--- config.mk ---
export PLATFORM = sky130hd
export DESIGN_NAME = sss_status_sleep
export DESIGN_NICKNAME = d
export VERILOG_FILES = /design/src/logic/sss_pkg.sv /design/src/logic/sss_status_sleep.sv
export SDC_FILE = /design/constraint.sdc
export NUM_CORES = 1
export LEC_CHECK = 0
export CORE_ASPECT_RATIO = 0.9
export CORE_UTILIZATION = 67
export DETAILED_ROUTE_END_ITERATION = 8
export DONT_BUFFER_PORTS = 1
export PLACE_DENSITY = 0.82
export SYNTH_ARGS = -nofsm -noshare
export SYNTH_HDL_FRONTEND = slang
export SYNTH_SLANG_ARGS = --single-unit
--- constraint.sdc ---
create_clock -name mclk -period 7.8 [get_ports mclk]
set_input_delay 1.95 -clock mclk [delete_from_list [all_inputs] [get_ports mclk]]
set_output_delay 1.95 -clock mclk [all_outputs]
set_load 0.02 [all_outputs]
--- src/logic/sss_pkg.sv ---
// constants for the status, self-test and sleep register block
package sss_pkg;
  // =====================================================
  // timing
  localparam int CLK_HZ     = 25_000_000;
  localparam int ST_TIME_MS = 46;
  localparam int ST_CYC     = ST_TIME_MS * (CLK_HZ / 1000);
  localparam int SLP_LSB_MS = 500;
  localparam int SLP_CYC    = SLP_LSB_MS * (CLK_HZ / 1000);
  // =====================================================
  // serial frame layout
  localparam logic [3:0] FRAME_LAST = 4'hf;
  localparam int         WR_BIT     = 15;
  // =====================================================
  // register byte addresses
  localparam logic [6:0] ADR_MSC  = 7'h1c;
  localparam logic [6:0] ADR_SLP  = 7'h24;
  localparam logic [6:0] ADR_DIAG = 7'h26;
  localparam logic [6:0] ADR_LOT1 = 7'h32;
  localparam logic [6:0] ADR_LOT2 = 7'h34;
  localparam logic [6:0] ADR_LOT3 = 7'h36;
  localparam logic [6:0] ADR_PROD = 7'h38;
  localparam logic [6:0] ADR_SER  = 7'h3a;
  // =====================================================
  // reset values and fields
  localparam logic [15:0] MSC_RST    = 16'h0006;
  localparam logic [15:0] DIAG_RST   = 16'h0000;
  localparam logic [7:0]  SLP_RST    = 8'h00;
  localparam logic [7:0]  SLP_HOLD   = 8'hff;
  localparam logic [15:0] SER_MASK   = 16'h3fff;
  localparam logic [15:0] DIAG_LIVE  = 16'h0301;
  localparam int          MSC_ST     = 10;
  localparam int          D_LOW      = 0;
  localparam int          D_FLASH    = 2;
  localparam int          D_SPI      = 3;
  localparam int          D_OVR      = 4;
  localparam int          D_ST       = 5;
  localparam int          D_CSUM     = 6;
  localparam int          D_AL1      = 8;
  localparam int          D_AL2      = 9;
  // =====================================================
  // power modes
  typedef enum logic [1:0] {
    PWR_AWAKE = 2'b00,
    PWR_TIMED = 2'b01,
    PWR_HOLD  = 2'b11
  } sss_pwr_t;
endpackage

--- src/logic/sss_status_sleep.sv ---
// serial register block: self-test, sleep, diagnostics, identity
`timescale 1ns/1ns
`default_nettype none
module sss_status_sleep #(
  parameter logic [23:0] ST_CYC   = 24'(sss_pkg::ST_CYC),
  parameter logic [23:0] HALF_CYC = 24'(sss_pkg::SLP_CYC),
  parameter logic [15:0] PROD_CODE = 16'h5a01, // arbitrary value
  parameter logic [15:0] LOT_CODE1 = 16'h0001, // arbitrary value
  parameter logic [15:0] LOT_CODE2 = 16'h0002, // arbitrary value
  parameter logic [15:0] LOT_CODE3 = 16'h0003, // arbitrary value
  parameter logic [15:0] SER_NUM   = 16'h0001  // arbitrary value
) (
  input  wire logic mclk,
  input  wire logic reset_n,
  input  wire logic csN,
  input  wire logic sclk,
  input  wire logic din,
  input  wire logic rstPinN,
  input  wire logic sampleTick,
  input  wire logic supplyLow,
  input  wire logic flashFail,
  input  wire logic overRange,
  input  wire logic csumFail,
  input  wire logic alarm1,
  input  wire logic alarm2,
  input  wire logic stFail,
  output logic      dout,
  output logic      asleep,
  output logic      stDrive
);
  // =====================================================
  // reset release and pin synchronisers
  logic [1:0]  rstSyncFf;
  logic        rstN;
  logic [3:0]  pinS1Ff;
  logic [3:0]  pinS2Ff;
  logic [3:0]  pinS3Ff;

  // reset leaves through two flops
  always_ff @(posedge mclk or negedge reset_n) begin
    if (!reset_n) begin
      rstSyncFf <= 2'b00;
    end else begin
      rstSyncFf <= {rstSyncFf[0], 1'b1};
    end
  end
  assign rstN = rstSyncFf[1];

  // pins: [0] csN, [1] sclk, [2] din, [3] rstPinN
  always_ff @(posedge mclk or negedge rstN) begin
    if (!rstN) begin
      pinS1Ff <= 4'hb;
      pinS2Ff <= 4'hb;
      pinS3Ff <= 4'hb;
    end else begin
      pinS1Ff <= {rstPinN, din, sclk, csN};
      pinS2Ff <= pinS1Ff;
      pinS3Ff <= pinS2Ff;
    end
  end

  // =====================================================
  // edges and frame decode
  sss_pkg::sss_pwr_t pwrFf;
  logic        ignoreFf;
  logic        spiOn;
  logic        csFall;
  logic        csRise;
  logic        sclkRise;
  logic        sclkFall;
  logic        rstPinLow;
  logic        tick;
  logic [3:0]  bitCntFf;
  logic [15:0] rxFf;
  logic [15:0] frame;
  logic        frameDone;
  logic        isWr;
  logic [6:0]  adr;
  logic [7:0]  dat;
  logic        wrMscLo;
  logic        wrMscHi;
  logic        wrSlp;
  logic        rdDiag;
  logic        spiErr;

  assign csFall    = pinS3Ff[0] & ~pinS2Ff[0];
  assign csRise    = ~pinS3Ff[0] & pinS2Ff[0];
  assign sclkRise  = ~pinS3Ff[1] & pinS2Ff[1] & ~pinS2Ff[0];
  assign sclkFall  = pinS3Ff[1] & ~pinS2Ff[1] & ~pinS2Ff[0];
  assign rstPinLow = ~pinS2Ff[3];
  assign spiOn     = (pwrFf == sss_pkg::PWR_AWAKE) & ~ignoreFf;
  assign tick      = sampleTick & (pwrFf == sss_pkg::PWR_AWAKE);
  assign frame     = {rxFf[14:0], pinS2Ff[2]};
  assign frameDone = sclkRise & spiOn & (bitCntFf == sss_pkg::FRAME_LAST);
  assign isWr      = frame[sss_pkg::WR_BIT];
  assign adr       = frame[14:8];
  assign dat       = frame[7:0];
  assign wrMscLo   = frameDone & isWr & (adr == sss_pkg::ADR_MSC);
  assign wrMscHi   = frameDone & isWr & (adr == (sss_pkg::ADR_MSC | 7'h01));
  assign wrSlp     = frameDone & isWr & (adr == sss_pkg::ADR_SLP);
  assign rdDiag    = frameDone & ~isWr
                     & ({adr[6:1], 1'b0} == sss_pkg::ADR_DIAG);
  assign spiErr    = csRise & spiOn & (bitCntFf != 4'h0);

  // clock count, restarted by each select, and input shifter
  always_ff @(posedge mclk or negedge rstN) begin
    if (!rstN) begin
      bitCntFf <= 4'h0;
      rxFf     <= 16'h0000;
    end else if (csFall) begin
      bitCntFf <= 4'h0;
    end else if (sclkRise && spiOn) begin
      bitCntFf <= bitCntFf + 4'h1;
      rxFf     <= frame;
    end
  end

  // the frame whose select woke the device is ignored
  always_ff @(posedge mclk or negedge rstN) begin
    if (!rstN) begin
      ignoreFf <= 1'b0;
    end else if (csFall) begin
      ignoreFf <= (pwrFf != sss_pkg::PWR_AWAKE);
    end
  end

  // =====================================================
  // self-test
  logic [15:0] mscFf;
  logic [23:0] stCntFf;
  logic        stDone;

  assign stDone = mscFf[sss_pkg::MSC_ST] & tickAwake()
                  & (stCntFf == ST_CYC - 24'h1);

  function automatic logic tickAwake();
    return pwrFf == sss_pkg::PWR_AWAKE;
  endfunction

  // test duration count, frozen while asleep
  always_ff @(posedge mclk or negedge rstN) begin
    if (!rstN) begin
      stCntFf <= 24'h0;
    end else if (!mscFf[sss_pkg::MSC_ST] || stDone) begin
      stCntFf <= 24'h0;
    end else if (tickAwake()) begin
      stCntFf <= stCntFf + 24'h1;
    end
  end

  // misc_control bytes; the test bit drops at completion
  always_ff @(posedge mclk or negedge rstN) begin
    if (!rstN) begin
      mscFf <= sss_pkg::MSC_RST;
    end else begin
      if (stDone) begin
        mscFf[sss_pkg::MSC_ST] <= 1'b0;
      end
      if (wrMscLo) begin
        mscFf[7:0] <= dat;
      end
      if (wrMscHi) begin
        mscFf[15:8] <= dat;
      end
    end
  end
  assign stDrive = mscFf[sss_pkg::MSC_ST];

  // =====================================================
  // sleep control
  logic [7:0]  slpFf;
  logic        pendSlpFf;
  logic [7:0]  leftFf;
  logic [23:0] halfCntFf;
  logic        halfTick;

  assign halfTick = (halfCntFf == HALF_CYC - 24'h1);

  // sleep byte and a request armed until select rises
  always_ff @(posedge mclk or negedge rstN) begin
    if (!rstN) begin
      slpFf     <= sss_pkg::SLP_RST;
      pendSlpFf <= 1'b0;
    end else if (wrSlp) begin
      slpFf     <= dat;
      pendSlpFf <= 1'b1;
    end else if (csRise) begin
      pendSlpFf <= 1'b0;
    end
  end

  // power mode, half-second timer and remaining count
  always_ff @(posedge mclk or negedge rstN) begin
    if (!rstN) begin
      pwrFf     <= sss_pkg::PWR_AWAKE;
      leftFf    <= 8'h00;
      halfCntFf <= 24'h0;
    end else begin
      case (pwrFf)
        sss_pkg::PWR_AWAKE: begin
          halfCntFf <= 24'h0;
          leftFf    <= slpFf;
          if (csRise && pendSlpFf && !rstPinLow) begin
            pwrFf <= (slpFf == sss_pkg::SLP_HOLD) ? sss_pkg::PWR_HOLD
                                                  : sss_pkg::PWR_TIMED;
          end
        end
        sss_pkg::PWR_TIMED: begin
          halfCntFf <= halfTick ? 24'h0 : halfCntFf + 24'h1;
          if (halfTick) begin
            leftFf <= leftFf - 8'h01;
          end
          if (csFall || rstPinLow || leftFf == 8'h00) begin
            pwrFf <= sss_pkg::PWR_AWAKE;
          end
        end
        sss_pkg::PWR_HOLD: begin
          if (csFall || rstPinLow) begin
            pwrFf <= sss_pkg::PWR_AWAKE;
          end
        end
        default: begin
          pwrFf <= sss_pkg::PWR_AWAKE;
        end
      endcase
    end
  end

  // sleep indication output
  always_ff @(posedge mclk or negedge rstN) begin
    if (!rstN) begin
      asleep <= 1'b0;
    end else begin
      asleep <= (pwrFf != sss_pkg::PWR_AWAKE);
    end
  end

  // =====================================================
  // diagnostic flags
  logic [15:0] diagFf;
  logic [15:0] evt;

  // new errors; live bits follow their conditions per sample
  always_comb begin
    evt                  = 16'h0000;
    evt[sss_pkg::D_LOW]  = tick & supplyLow;
    evt[sss_pkg::D_FLASH] = tick & flashFail;
    evt[sss_pkg::D_SPI]  = spiErr;
    evt[sss_pkg::D_OVR]  = tick & overRange;
    evt[sss_pkg::D_ST]   = stDone & stFail;
    evt[sss_pkg::D_CSUM] = tick & csumFail;
    evt[sss_pkg::D_AL1]  = tick & alarm1;
    evt[sss_pkg::D_AL2]  = tick & alarm2;
  end

  // read clears all, a same-cycle error still sets
  always_ff @(posedge mclk or negedge rstN) begin
    if (!rstN) begin
      diagFf <= sss_pkg::DIAG_RST;
    end else begin
      diagFf <= (diagFf & ~({16{rdDiag}} | {16{tick}} & sss_pkg::DIAG_LIVE))
                | evt;
    end
  end

  // =====================================================
  // read data and output shifter
  logic [15:0] rdData;
  logic [15:0] txFf;
  logic        doutFf;

  // read value of the addressed register pair
  always_comb begin
    case ({adr[6:1], 1'b0})
      sss_pkg::ADR_MSC:  rdData = mscFf;
      sss_pkg::ADR_SLP:  rdData = {8'h00, slpFf};
      sss_pkg::ADR_DIAG: rdData = diagFf;
      sss_pkg::ADR_LOT1: rdData = LOT_CODE1;
      sss_pkg::ADR_LOT2: rdData = LOT_CODE2;
      sss_pkg::ADR_LOT3: rdData = LOT_CODE3;
      sss_pkg::ADR_PROD: rdData = PROD_CODE;
      sss_pkg::ADR_SER:  rdData = SER_NUM & sss_pkg::SER_MASK;
      default:           rdData = 16'h0000;
    endcase
  end

  // answer loads at frame end, shifts out on falling clocks
  always_ff @(posedge mclk or negedge rstN) begin
    if (!rstN) begin
      txFf   <= 16'h0000;
      doutFf <= 1'b0;
    end else if (frameDone) begin
      txFf <= isWr ? 16'h0000 : rdData;
    end else if (sclkFall && spiOn) begin
      doutFf <= txFf[15];
      txFf   <= {txFf[14:0], 1'b0};
    end
  end
  assign dout = doutFf;
endmodule
`default_nettype wire

== Word-level counts from Yosys, hierarchy flattened ==
Index checks and enable logic that the tools add are counted.

* Register bits: 149
* Input port bits: 14
* Output and inout bits: 3
* Logic and storage cells: 129

* Add/sub/neg operators: 4
* Eq/ne operators: 21
* Multiplexer cells: 21
* Bitwise gates (word level): 40
* Reductions and logical operators: 23

{| class="wikitable"
|+ Operators with widths
! operator !! number
|-
| $pmux W16 S7 || 1
|-
| $mux W24 || 3
|-
| $add A24 B1 Y24 const B || 2
|-
| $mux W16 || 3
|-
| $pmux W24 S2 || 1
|-
| $eq A6 B5 Y1 const B || 7
|-
| $or A16 B10 Y16 || 2
|-
| $and A1 B1 Y1 || 27
|-
| $eq A24 B21 Y1 const B || 1
|-
| $eq A24 B24 Y1 const B || 1
|-
| $and A16 B16 Y16 || 1
|-
| $not A16 Y16 || 1
|-
| $pmux W8 S2 || 1
|-
| $eq A7 B5 Y1 const B || 2
|-
| $reduce_bool A2 Y1 || 7
|-
| $not A1 Y1 || 9
|-
| $eq A8 B8 Y1 const B || 1
|-
| $logic_not A8 Y1 || 1
|-
| $mux W2 || 4
|-
| $mux W4 || 2
|-
| $mux W8 || 1
|-
| $sub A8 B1 Y8 const B || 1
|-
| $eq A7 B6 Y1 const B || 1
|-
| $eq A6 B4 Y1 const B || 1
|-
| other kinds (17) || 28
|}

== Logic depth before layout (Yosys ltp) ==
Gate-level depths: netlist of the first run.

* Word-level depth: 11
* Depth in mapped cells: 8

== Least setup slack after synthesis of the first run ==
No wires, ideal clock.

* Path type: input-to-reg
* Start point: in sampleTick
* End point: reg diagFf[2]
* Library setup time: 121 ps
* Arrival time: 2368 ps
* Data required time: 7679 ps
* Path slack: 5312 ps
* Stages on the path: 3
* Path buffers: 1
* Cells stage by stage: and2_0 -> clkbuf_1 -> a22o_1

* Cells in the longest elaborated chain, start to end: 3

{| class="wikitable"
|+ RTL lines
! what !! line !! source
|-
| from (decl) || sss_status_sleep.sv:19 || <nowiki>input wire logic sampleTick,</nowiki>
|-
| $and A1 B1 Y1 || sss_status_sleep.sv:92 || <nowiki>assign tick = sampleTick & (pwrFf == sss_pkg::PWR_AWAKE);</nowiki>
|-
| $and A1 B1 Y1 || sss_status_sleep.sv:247 || <nowiki>evt[sss_pkg::D_FLASH] = tick & flashFail;</nowiki>
|-
| $or A16 B10 Y16 || sss_status_sleep.sv:262 || <nowiki>| evt;</nowiki>
|-
| to (signal assigned) || sss_status_sleep.sv:259 || <nowiki>diagFf <= sss_pkg::DIAG_RST;</nowiki>
|-
| to (signal assigned) || sss_status_sleep.sv:261 || <nowiki>diagFf <= (diagFf & ~({16{rdDiag}} | {16{tick}} & sss_pkg::DIAG_LIVE))</nowiki>
|-
| to (decl) || sss_status_sleep.sv:240 || <nowiki>logic [15:0] diagFf;</nowiki>
|}

No other way between the ends.
A chain may end at the register's enable or synchronous reset.

== Worst setup path after layout of the first run ==
* Start point: reg pwrFf[1]
* End point: reg txFf[1]

* Cells in the longest elaborated chain, start to end: 5
* Elaborated cells on any way between the ends: 7
* Classes of those cells: mux (1); bitwise (3); reduce/logical (3)

{| class="wikitable"
|+ RTL lines
! what !! line !! source
|-
| from (decl) || sss_status_sleep.sv:64 || <nowiki>sss_pkg::sss_pwr_t pwrFf;</nowiki>
|-
| from (signal assigned) || sss_status_sleep.sv:195 || <nowiki>pwrFf <= sss_pkg::PWR_AWAKE;</nowiki>
|-
| from (signal assigned) || sss_status_sleep.sv:204 || <nowiki>pwrFf <= (slpFf == sss_pkg::SLP_HOLD) ? sss_pkg::PWR_HOLD</nowiki>
|-
| from (signal assigned) || sss_status_sleep.sv:214 || <nowiki>pwrFf <= sss_pkg::PWR_AWAKE;</nowiki>
|-
| $logic_not A2 Y1 * || sss_status_sleep.sv:91 || <nowiki>assign spiOn = (pwrFf == sss_pkg::PWR_AWAKE) & ~ignoreFf;</nowiki>
|-
| $and A1 B1 Y1 * || sss_status_sleep.sv:91 ||
|-
| $and A1 B1 Y1 (2 in series) || sss_status_sleep.sv:94 || <nowiki>assign frameDone = sclkRise & spiOn & (bitCntFf == sss_pkg::FRAME_LAST);</nowiki>
|-
| $mux W16 / $reduce_bool A2 Y1 (equally long branches) || -- ||
|-
| to (signal assigned) || sss_status_sleep.sv:293 || <nowiki>txFf <= isWr ? 16'h0000 : rdData;</nowiki>
|-
| to (signal assigned) || sss_status_sleep.sv:296 || <nowiki>txFf <= {txFf[14:0], 1'b0};</nowiki>
|-
| to (decl) || sss_status_sleep.sv:269 || <nowiki>logic [15:0] txFf;</nowiki>
|}

Mark *: on every way between the ends. The rest lies on a longest branch, timed or not.

==> results of run 1 <==
## flip-flops by register name, summed over array words and instances (netlist names)
signal     flops
pinS2Ff        4
pwrFf          2
rxFf          15
dout           1
pinS1Ff        4
asleep         1
leftFf         8
txFf          16
pendSlpFf      1
slpFf          8
bitCntFf       4
diagFf        16
halfCntFf     24
rstSyncFf      2
stCntFf       24
pinS3Ff        2
ignoreFf       1
mscFf         16
## cell families after synthesis
| kind of cell | count (synthesis) | share of synthesized area, % |
|---|---|---|
| multiplexers | 55 | 8.36 |
| XOR/XNOR | 33 | 3.98 |
| AO/OA/AOI/OAI | 109 | 9.79 |
| AND/OR/NAND/NOR | 283 | 22.3 |
| buffers and inverters | 48 | 3.03 |
| other | 1 | 0.0516 |
| flip-flops | 149 | 51.5 |
| adder cells (fa/ha/maj) | 6 | 1.03 |
## layout make-up
class | count | share of cell area (%)
clock inverter | 13 | 1.88
inverter | 11 | 0.525
timing repair buffer | 3 | 0.287
sequential | 149 | 47.7
multi-input combinational | 487 | 42.1
tap | 129 | 2.05
clock buffer | 19 | 5.51
## Yosys cell counts (11+ instances only)
library cell	number	area [um^2]
a21oi_1	21	105
a22oi_1	12	90.1
and2_1	11	68.8
and3_1	12	75.1
clkbuf_1	18	67.6
dfrtp_1	139	3480
mux2_2	46	518
nand2_1	61	229
nand3_1	22	110
nand4_1	23	144
nor2_1	64	240
nor3_1	19	95.1
o21ai_0	31	155
xor2_1	26	228
## how the worst min path moves through the flow
stage                 startpoint      endpoint  slack [ns]
detailed placement  rstSyncFf[0]  rstSyncFf[1]        0.35
finish                pinS1Ff[3]    pinS2Ff[3]        0.36
floorplan             pinS1Ff[2]    pinS2Ff[2]        0.33
CTS                   pinS1Ff[1]    pinS2Ff[1]        0.36
global route          pinS1Ff[1]    pinS2Ff[1]        0.36
global placement      pinS1Ff[2]    pinS2Ff[2]        0.34
## layer usage
metal	wire length (um)	up-vias	track usage, %
met5	0	-	0
met4	289	0	11.3
met3	668	25	8.12
met2	7210	143	46.8
met1	6880	2615	40.5
li1	-	2434	-
## power by group
group / internal [mW] / switching, mW
Sequential: 0.817 / 0.0564
Clock: 0.475 / 0.336
Combinational: 0.0400 / 0.0358
## worst register-to-register path: stages (launching register included)
cell and delay [ns]:
dfrtp_1 0.36, buf_4 0.26, nor4_4 0.36, nand4_1 0.75
or4_1 1.04, o21ai_0 0.27, o21a_1 0.14
==> impl_results.md, run 1 <==
* Die Wd at 112 um
* YS warnings at 0
* Worst-Margin Slew at roughly 0.93 ns
* CTS resizes at 0
* CP delay by family, top: simple AND/OR/NAND/NOR gates
* Grt ovf at 0
* DRC at 1
* Final Hold Viols at 0
* Antenna-violating nets left at 0
* Design Area, Final at about 7900 um^2
* Wire per inst at 18.6 um
* Max-slew violations at 0
* Filler instances at 676
* Cells after synthesis at between 600 and 700
* Placed Cells incl. Taps at 779
* Number of port buffers at 0
* Antenna diode count at 0
* Placement Rows at 35
* Avg Vias per Cell at 6.43
* Worst R2R End: txFf[1]
* Total track usage at between 20% and 30%
* Async set-reset flop share out of synthesis at 100%
* Worst R2R Setup Slack at approximately 4.6 ns
* Post-synth top flop: dfrtp_1
* MaxCap Viol Count at 0
* Seq/Total Area, Yosys at roughly half
* Pwr dens at around 220 nW/um^2
* Worst reg2reg startpoint: pwrFf[1]
* Status: finished, violations left
* WS Path Type: reg2reg
* Post-synthesis cell area at around 7300 um^2
* FMAX at around 310 MHz
* CP endpoint kind: flip-flop
* Initial antenna violation count at 0
* Reg area at roughly 3700 um^2
* Area growth syn-to-layout at 8.11%
* Final cell count without fillers at between 800 and 900
* Total chip power at 1.76 mW
* CP peak stage delay at 1.04 ns
* TNS Setup at 0 ns
* Die ar. at approximately 11000 um^2
* Yosys reg bits at 149
* Final Cycle Share at 41.6%
* Setup violators final at 0
* Clk Latency, worst-skew pair at ~0.43 ns
* Final WL at 15000 um
* DP Worst Slack at 4.57 ns
* TritonCTS buffer count at 17
* Leading cell type in the layout, fill and taps excluded: dfrtp_1
* Crit path buffers/inverters at 1
* Clock Path Buffers at 2
* Ports at 17
* Fin crit period at between 3 and 4 ns
* CTS tree: built
* Slew headroom at 38.0%
* DR iter-0 viols at ~540
* Most frequent cells in the layout: dfrtp_1 (138), nor2_1 (64), nand2_1 (61), mux2_2 (46), o21ai_0 (31)
* Placed cell area at between 7000 and 8000 um^2
* Fraction of layout cells with a size suffix above 1 at roughly 16%
* Clk sinks at roughly 150
* Leakage power total at approximately 3.4 nW
* Postcts setup bufs at 0
* Slowest cell on the critical path: or4_1
* Die height at slightly above 100 um
* Avg Synthesized Cell Area at between 10 and 15 um^2
* Multi-input logic area at approximately 3300 um^2
* Critical Path Source Type: flip-flop
* Skew final at about 0.0081 ns
* Total vias in the final route at around 5.2k
* Crit path depth at 6
* CTS Root Cell: clkbuf_16
* Vias in the first global route at between 5k and 6k
* Final WS setup at between 4 and 5 ns
* DR pass1 iterations at 7
* Syn Nets at ~700
* Failing checks: design-rule violations
* H-tree levels at 4
* Post-synth EDFFs at 0
* Critical Path RT at between 8 and 9 ns
* Worst hold path class: reg2reg
* Critical Path Start: pwrFf[1]
* Max FO, Critical Path at 45
* End of the critical path: txFf[1]
* Worst-path cell chain: buf_4 -> nor4_4 -> nand4_1 -> or4_1 -> o21ai_0 -> o21a_1
* Post-DP HPWL at approximately 10000 um
* CP arrival at 3.62 ns
* First-pass GRT wire length at 26000 um
* # hold bufs at CTS at 0
* Total core area at 10400 um^2
* Worst Reg-to-Reg Cells at 6
* Starting density of the core at 70.0%
* Peak VDD IR at 0.170 mV
* RSZ-0062 raised after global routing: no
* Hold depth at 0
* Final net count at 689
* Largest net degree at the start of global routing at 75
* Clock transition at path regs at around 0.060 ns
* Synth cell types at 74
* Worst hold slack at roughly 0.36 ns
* RePlAce Congestion at 0.874
* Final core occ at approximately 76%
Note: power is estimated with default switching activity, not from simulation.
==> run 2, diff against run 1 <==
- CORE_UTILIZATION: 67 -> 57
- PLACE_DENSITY: 0.82 -> 0.74
- clock period: 7.8 -> 2.94 ns (I/O delays scaled with it)
==> run 2 against run 1 <==
Compared with the run above: the run now ends clean; sequential power grew to 2.6 times the previous value; count of clock-buffer cells in the layout grew 1; sequential share of layout area shrank 1.0 points; via count grew 1.7%; clock power grew to 2.6 times the previous value; first-iteration DRC count shrank 8.3%; sequential cell count is the same; register-to-register slack lost 4.0 ns; critical endpoint is now mscFf[12].
==> impl_results.md, run 2 (same netlist as run 1, synthesis figures left out) <==
* DR iter-0 viols at 498
* Fin crit period at approximately 2.4 ns
* Final core occ at between 60% and 70%
* Largest net degree at the start of global routing at 57
* Worst reg2reg startpoint: pwrFf[1]
* Initial antenna violation count at 0
* Fraction of layout cells with a size suffix above 1 at between 15 and 20%
* Final net count at approximately 700
* Biggest regs: halfCntFf x24, stCntFf x24
* Vias in the first global route at 5201
* Clk Latency, worst-skew pair at between 0.4 and 0.5 ns
* Setup violators final at 0
* Max-slew violations at 0
* Status: finished clean
* CP peak stage delay at around 0.56 ns
* Worst-path cell chain: nor4_4 -> nand4_1 -> buf_4 -> nor4b_4 -> mux2_2
* RSZ-0062 raised after global routing: no
* Filler instances at slightly above 900
* CTS resizes at 0
* Avg Vias per Cell at just over 6
* Clock transition at path regs at 0.07 ns
* TNS Setup at 0 ns
* Grt ovf at 0
* H-tree levels at 4
* Total vias in the final route at between 5k and 6k
* FMAX at approximately 420 MHz
* Placement Rows at 38
* Die ar. at approximately 13000 um^2
* Wire per inst at 18.6 um
* RePlAce Congestion at approximately 0.85
* Leakage power total at around 3.4 nW
* Area growth syn-to-layout at 10.4%
* Peak VDD IR at approximately 0.53 mV
* Antenna-violating nets left at 0
* Final WL at ~16000 um
* Number of port buffers at 0
* Hold_sp: csN
* Total core area at roughly 12000 um^2
* Critical Path RT at 3.25 ns
* Worst hold path class: in2reg
* Post-DP HPWL at 10700 um
* Worst Reg-to-Reg Cells at 5
* Crit path buffers/inverters at 1
* Starting density of the core at about three fifths
* DRC at 0
* CP delay by family, top: simple AND/OR/NAND/NOR gates
* Leading cell type in the layout, fill and taps excluded: dfrtp_1
* Critical Path Source Type: flip-flop
* Slew headroom at between 40% and 50%
* Worst R2R End: mscFf[12]
* CTS Root Cell: clkbuf_16
* Total chip power at ~4.6 mW
* Antenna diode count at 0
* Skew final at around 0.010 ns
* Pwr dens at a little under 600 nW/um^2
* CTS tree: built
* TritonCTS buffer count at 17
* Postcts setup bufs at 0
* Max FO, Critical Path at 20
* Die height at 109 um
* Slowest cell on the critical path: nor4b_4
* First-pass GRT wire length at ~27000 um
* MaxCap Viol Count at 0
* Clk sinks at roughly 150
* Die Wd at between 100 and 150 um
* CP arrival at ~2.7 ns
* CP endpoint kind: flip-flop
* Most frequent cells in the layout: dfrtp_1 (138), nor2_1 (64), nand2_1 (61), mux2_2 (46), o21ai_0 (31)
* Worst R2R Setup Slack at 0.58 ns
* Final Cycle Share at 80.4%
* WHS Endpoint: pinS1Ff[0]
* Ports at 17
* DR pass1 iterations at 5
* Final Hold Viols at 0
* Clock Path Buffers at 2
* WS Path Type: reg2reg
* Hold depth at 0
* Worst-Margin Slew at ~0.78 ns
* Total track usage at a little over a quarter
==> run 2: cell count changes in the layout (fill, tap and decap cells not counted), sizes merged <==
cell	previous run	this run
clkbuf	19	20
clkinv	3	4
bufinv	2	1
dlygate4sd3	0	1
inv	16	15
buf	3	15
==> run 2: area by class of cell <==
type / instances / area (um^2) / share of cell area [%]
Clock inverter: 12 / 118 / 1.47
Inverter: 11 / 41.3 / 0.514
Multi-Input combinational cell: 487 / 3310 / 41.2
Timing Repair Buffer: 16 / 148 / 1.84
Clock buffer: 20 / 467 / 5.81
Sequential cell: 149 / 3740 / 46.7
Tap cell: 160 / 200 / 2.49
==> run 2: metrics by stage <==
stage	instances	worst slack, ns	cell area [um^2]	hold WS, ns
after floorplan	684	0.478	7270	0.331
after global placement	822	0.688	7430	0.337
after detailed placement	822	0.592	7430	0.341
after CTS	855	0.589	8030	0.285
after global routing	855	0.451	8030	0.286
final	855	0.577	8030	0.302
==> run 2: worst reg2reg max path, stage by stage, from the launching register on <==
cell	delay, ns
dfrtp_1	0.45
nor4_4	0.34
nand4_1	0.22
buf_4	0.26
nor4b_4	0.56
mux2_2	0.41
==> run 2: how the worst max path moves through the flow <==
stage | startpoint | end | slack, ns | depth (start not counted)
6_report | pwrFf[1] | mscFf[12] | 0.58 | 5
2_1_floorplan | rstSyncFf[1] | asleep | 0.48 | 0
5_1_grt | pwrFf[1] | mscFf[12] | 0.45 | 5
4_1_cts | halfCntFf[0] | leftFf[3] | 0.59 | 6
3_5_place_dp | halfCntFf[0] | leftFf[3] | 0.59 | 6
3_3_place_gp | halfCntFf[0] | leftFf[3] | 0.69 | 6
==> run 2: where the power goes <==
part           internal [mW]  switching, mW
clock network           1.24          0.882
registers               2.17          0.136
logic                  0.114          0.106
==> run 2: what timing repair did <==
action	CTS	global route
hold endpoints to repair	2	0
hold buffers	1	0
endpoints found under the setup margin	0	0
==> run 2: routing by layer <==
metal	wire (um)	track usage [%]	share of wire, %	vias up
met3	894	5.60	5.6	32
met5	0	0	0	-
met4	389	12.2	2.4	0
li1	-	-	-	2468
met2	7390	41.6	47	161
met1	7210	36.4	45	2647
==> run 3, diff against run 2 <==
- clock period: 2.94 -> 1.9 ns (I/O delays scaled with it)
==> run 3 against run 2 <==
Compared with the run above: sequential cell count did not move; first-iteration DRC count up 17%; worst hold slack got worse by 0.26 ns; worst setup slack lost 0.74 ns; fmax grew 14%; largest cell class unchanged; the run now ends with negative setup slack left; wire length increased by 15%.
==> impl_results.md, run 3 (same netlist as run 1, synthesis figures left out) <==
* Status: finished, violations left
* Failing checks: negative setup slack
* CTS tree: built
* Clock Path Buffers at 2
* Critical Path RT at 2.21 ns
* DRC at 0
* CP arrival at 2.38 ns
* Vias in the first global route at just under 6k
* FMAX at 484 MHz
* TritonCTS buffer count at 17
* Peak VDD IR at between 1 and 1.5 mV
* Skew final at 0.0107 ns
* MaxCap Viol Count at 0
* Setup violators final at between 70 and 80
* Max FO, Critical Path at 5
* Initial antenna violation count at 0
* Die height at approximately 110 um
* RSZ-0062 raised after global routing: yes
* Largest net degree at the start of global routing at 66
* Biggest regs: halfCntFf x24, stCntFf x24
* CP endpoint kind: flip-flop
* Die ar. at roughly 13000 um^2
* Final Hold Viols at 0
* Final WL at 18300 um
* Final cell count without fillers at about 960
* CTS Root Cell: clkbuf_16
* Leading cell type in the layout, fill and taps excluded: dfrtp_1
* DR iter-0 viols at 581
* RePlAce Congestion at roughly 0.90
* Placed cell area at 8160 um^2
* Clk sinks at 149
* Design Area, Final at 9280 um^2
* Fin crit period at 2.07 ns
* Avg Vias per Cell at a little over 6
* Critical Path Source Type: flip-flop
* Critical Path Most Common Cell: buf_6
* Crit path buffers/inverters at 2
* CP delay by family, top: simple AND/OR/NAND/NOR gates
* Slowest cell on the critical path: dfrtp_1
* Placed Cells incl. Taps at 910
* Worst-Margin Slew at just over 0.5 ns
* DR pass1 iterations at 5
* Final Cycle Share at 109%
* Pwr dens at about 800 nW/um^2
* Placement Rows at 38
* Antenna diode count at 0
* Area growth syn-to-layout at 27.7%
* Clk Latency, worst-skew pair at 0.43 ns
* First-pass GRT wire length at just under 30000 um
* Die Wd at between 100 and 150 um
* CP peak stage delay at approximately 0.35 ns
* Slew headroom at between 60% and 70%
* Total track usage at between 20% and 30%
* Total vias in the final route at slightly below 6k
* Leakage power total at slightly above 4 nW
* H-tree levels at 4
* Worst-path cell chain: ha_1 -> and3b_1 -> nand4_1 -> buf_6 -> nor3_4 -> and4b_2 -> buf_6 -> mux2_4
* Final WS setup at -0.166 ns
* Max-slew violations at 0
* Ports at 17
* Number of port buffers at 0
* Most frequent cells in the layout: dfrtp_1 (136), buf_4 (96), nor2_1 (63), nand2_1 (60), xor2_1 (26)
* Starting density of the core at 59.5%
* Grt ovf at 0
* Filler instances at ~760
* Wire per inst at between 15 and 20 um
* Worst hold path class: in2reg
* Post-DP HPWL at ~12000 um
* Fraction of layout cells with a size suffix above 1 at between 30% and 40%
* WS Path Type: reg2reg
* Final net count at roughly 800
* Clock transition at path regs at ~0.060 ns
* Antenna-violating nets left at 0
* Total core area at 12200 um^2
* Worst hold slack at 0.0444 ns
* Total chip power at about 7.4 mW
[run 3: changes by cell type in the layout (fill, tap and decap cells not counted), sizes merged]
cell / change
buf: +99
clkbuf: +9
inv: -4
clkinvlp: -3
clkinv: -2
bufinv: +1
nand2: +1
[run 3: stage by stage]
stage / utilization [%] / setup WS (ns) / setup TNS, ns
6_report: 76.0 / -0.166 / -7.53
5_1_grt: 76.0 / -0.216 / -12.20
4_1_cts: 73.2 / -0.124 / -4.25
3_5_place_dp: 66.8 / -0.211 / -4.73
3_3_place_gp: 66.8 / -0.0673 / -1.08
2_1_floorplan: - / -0.138 / -1.37
[run 3: routing by layer]
metal	wire, um	GRT usage [%]
met2	9150	48.0
met1	7780	36.8
met4	529	10.5
met5	0	0
met3	869	6.80
[run 3: worst paths after layout]
path                              start      endpoint  slack (ns)  depth (start not counted)
max                         bitCntFf[0]      slpFf[6]       -0.17                          8
min                                 csN    pinS1Ff[0]        0.04                          0
max reg2reg                 bitCntFf[0]      slpFf[6]       -0.17                          8
min reg2reg                rstSyncFf[1]  halfCntFf[2]        0.31                          1
max in group asynchronous  rstSyncFf[1]      mscFf[1]        1.12                          1
min in group asynchronous       reset_n  rstSyncFf[1]        0.28                          1
[run 3: final cells by class]
cell class / count / area, um^2 / area share, %
Timing Repair Buffer: 116 / 993 / 10.7
Clock inverter: 4 / 70.1 / 0.755
Clock buffer: 28 / 517 / 5.57
Sequential cell: 149 / 3750 / 40.4
Tap cell: 160 / 200 / 2.16
Multi-Input combinational cell: 488 / 3710 / 40.0
Inverter: 11 / 41.3 / 0.445
[run 3: worst register-to-register path, cell delays in order, from the launching register on]
cell and delay, ns:
dfrtp_1 0.35, ha_1 0.17, and3b_1 0.21, nand4_1 0.18
buf_6 0.19, nor3_4 0.12, and4b_2 0.29, buf_6 0.15
mux2_4 0.31
[run 3: power breakdown]
part           total [mW]  switching [mW]  leakage, nW  internal [mW]
registers            3.57           0.209         1.97           3.36
logic               0.470           0.238         1.84          0.232
clock network        3.35            1.25        0.289           2.11
total                7.39            1.69         4.10           5.69
[run 3: timing repair]
item,4_1_cts,5_1_grt
gates resized for setup,37,65
setup buffers,6,6
pin swaps,6,28
hold buffers,1,0
endpoints found under the setup margin,52,119
cloned,1,2
endpoints found under the hold margin,2,0
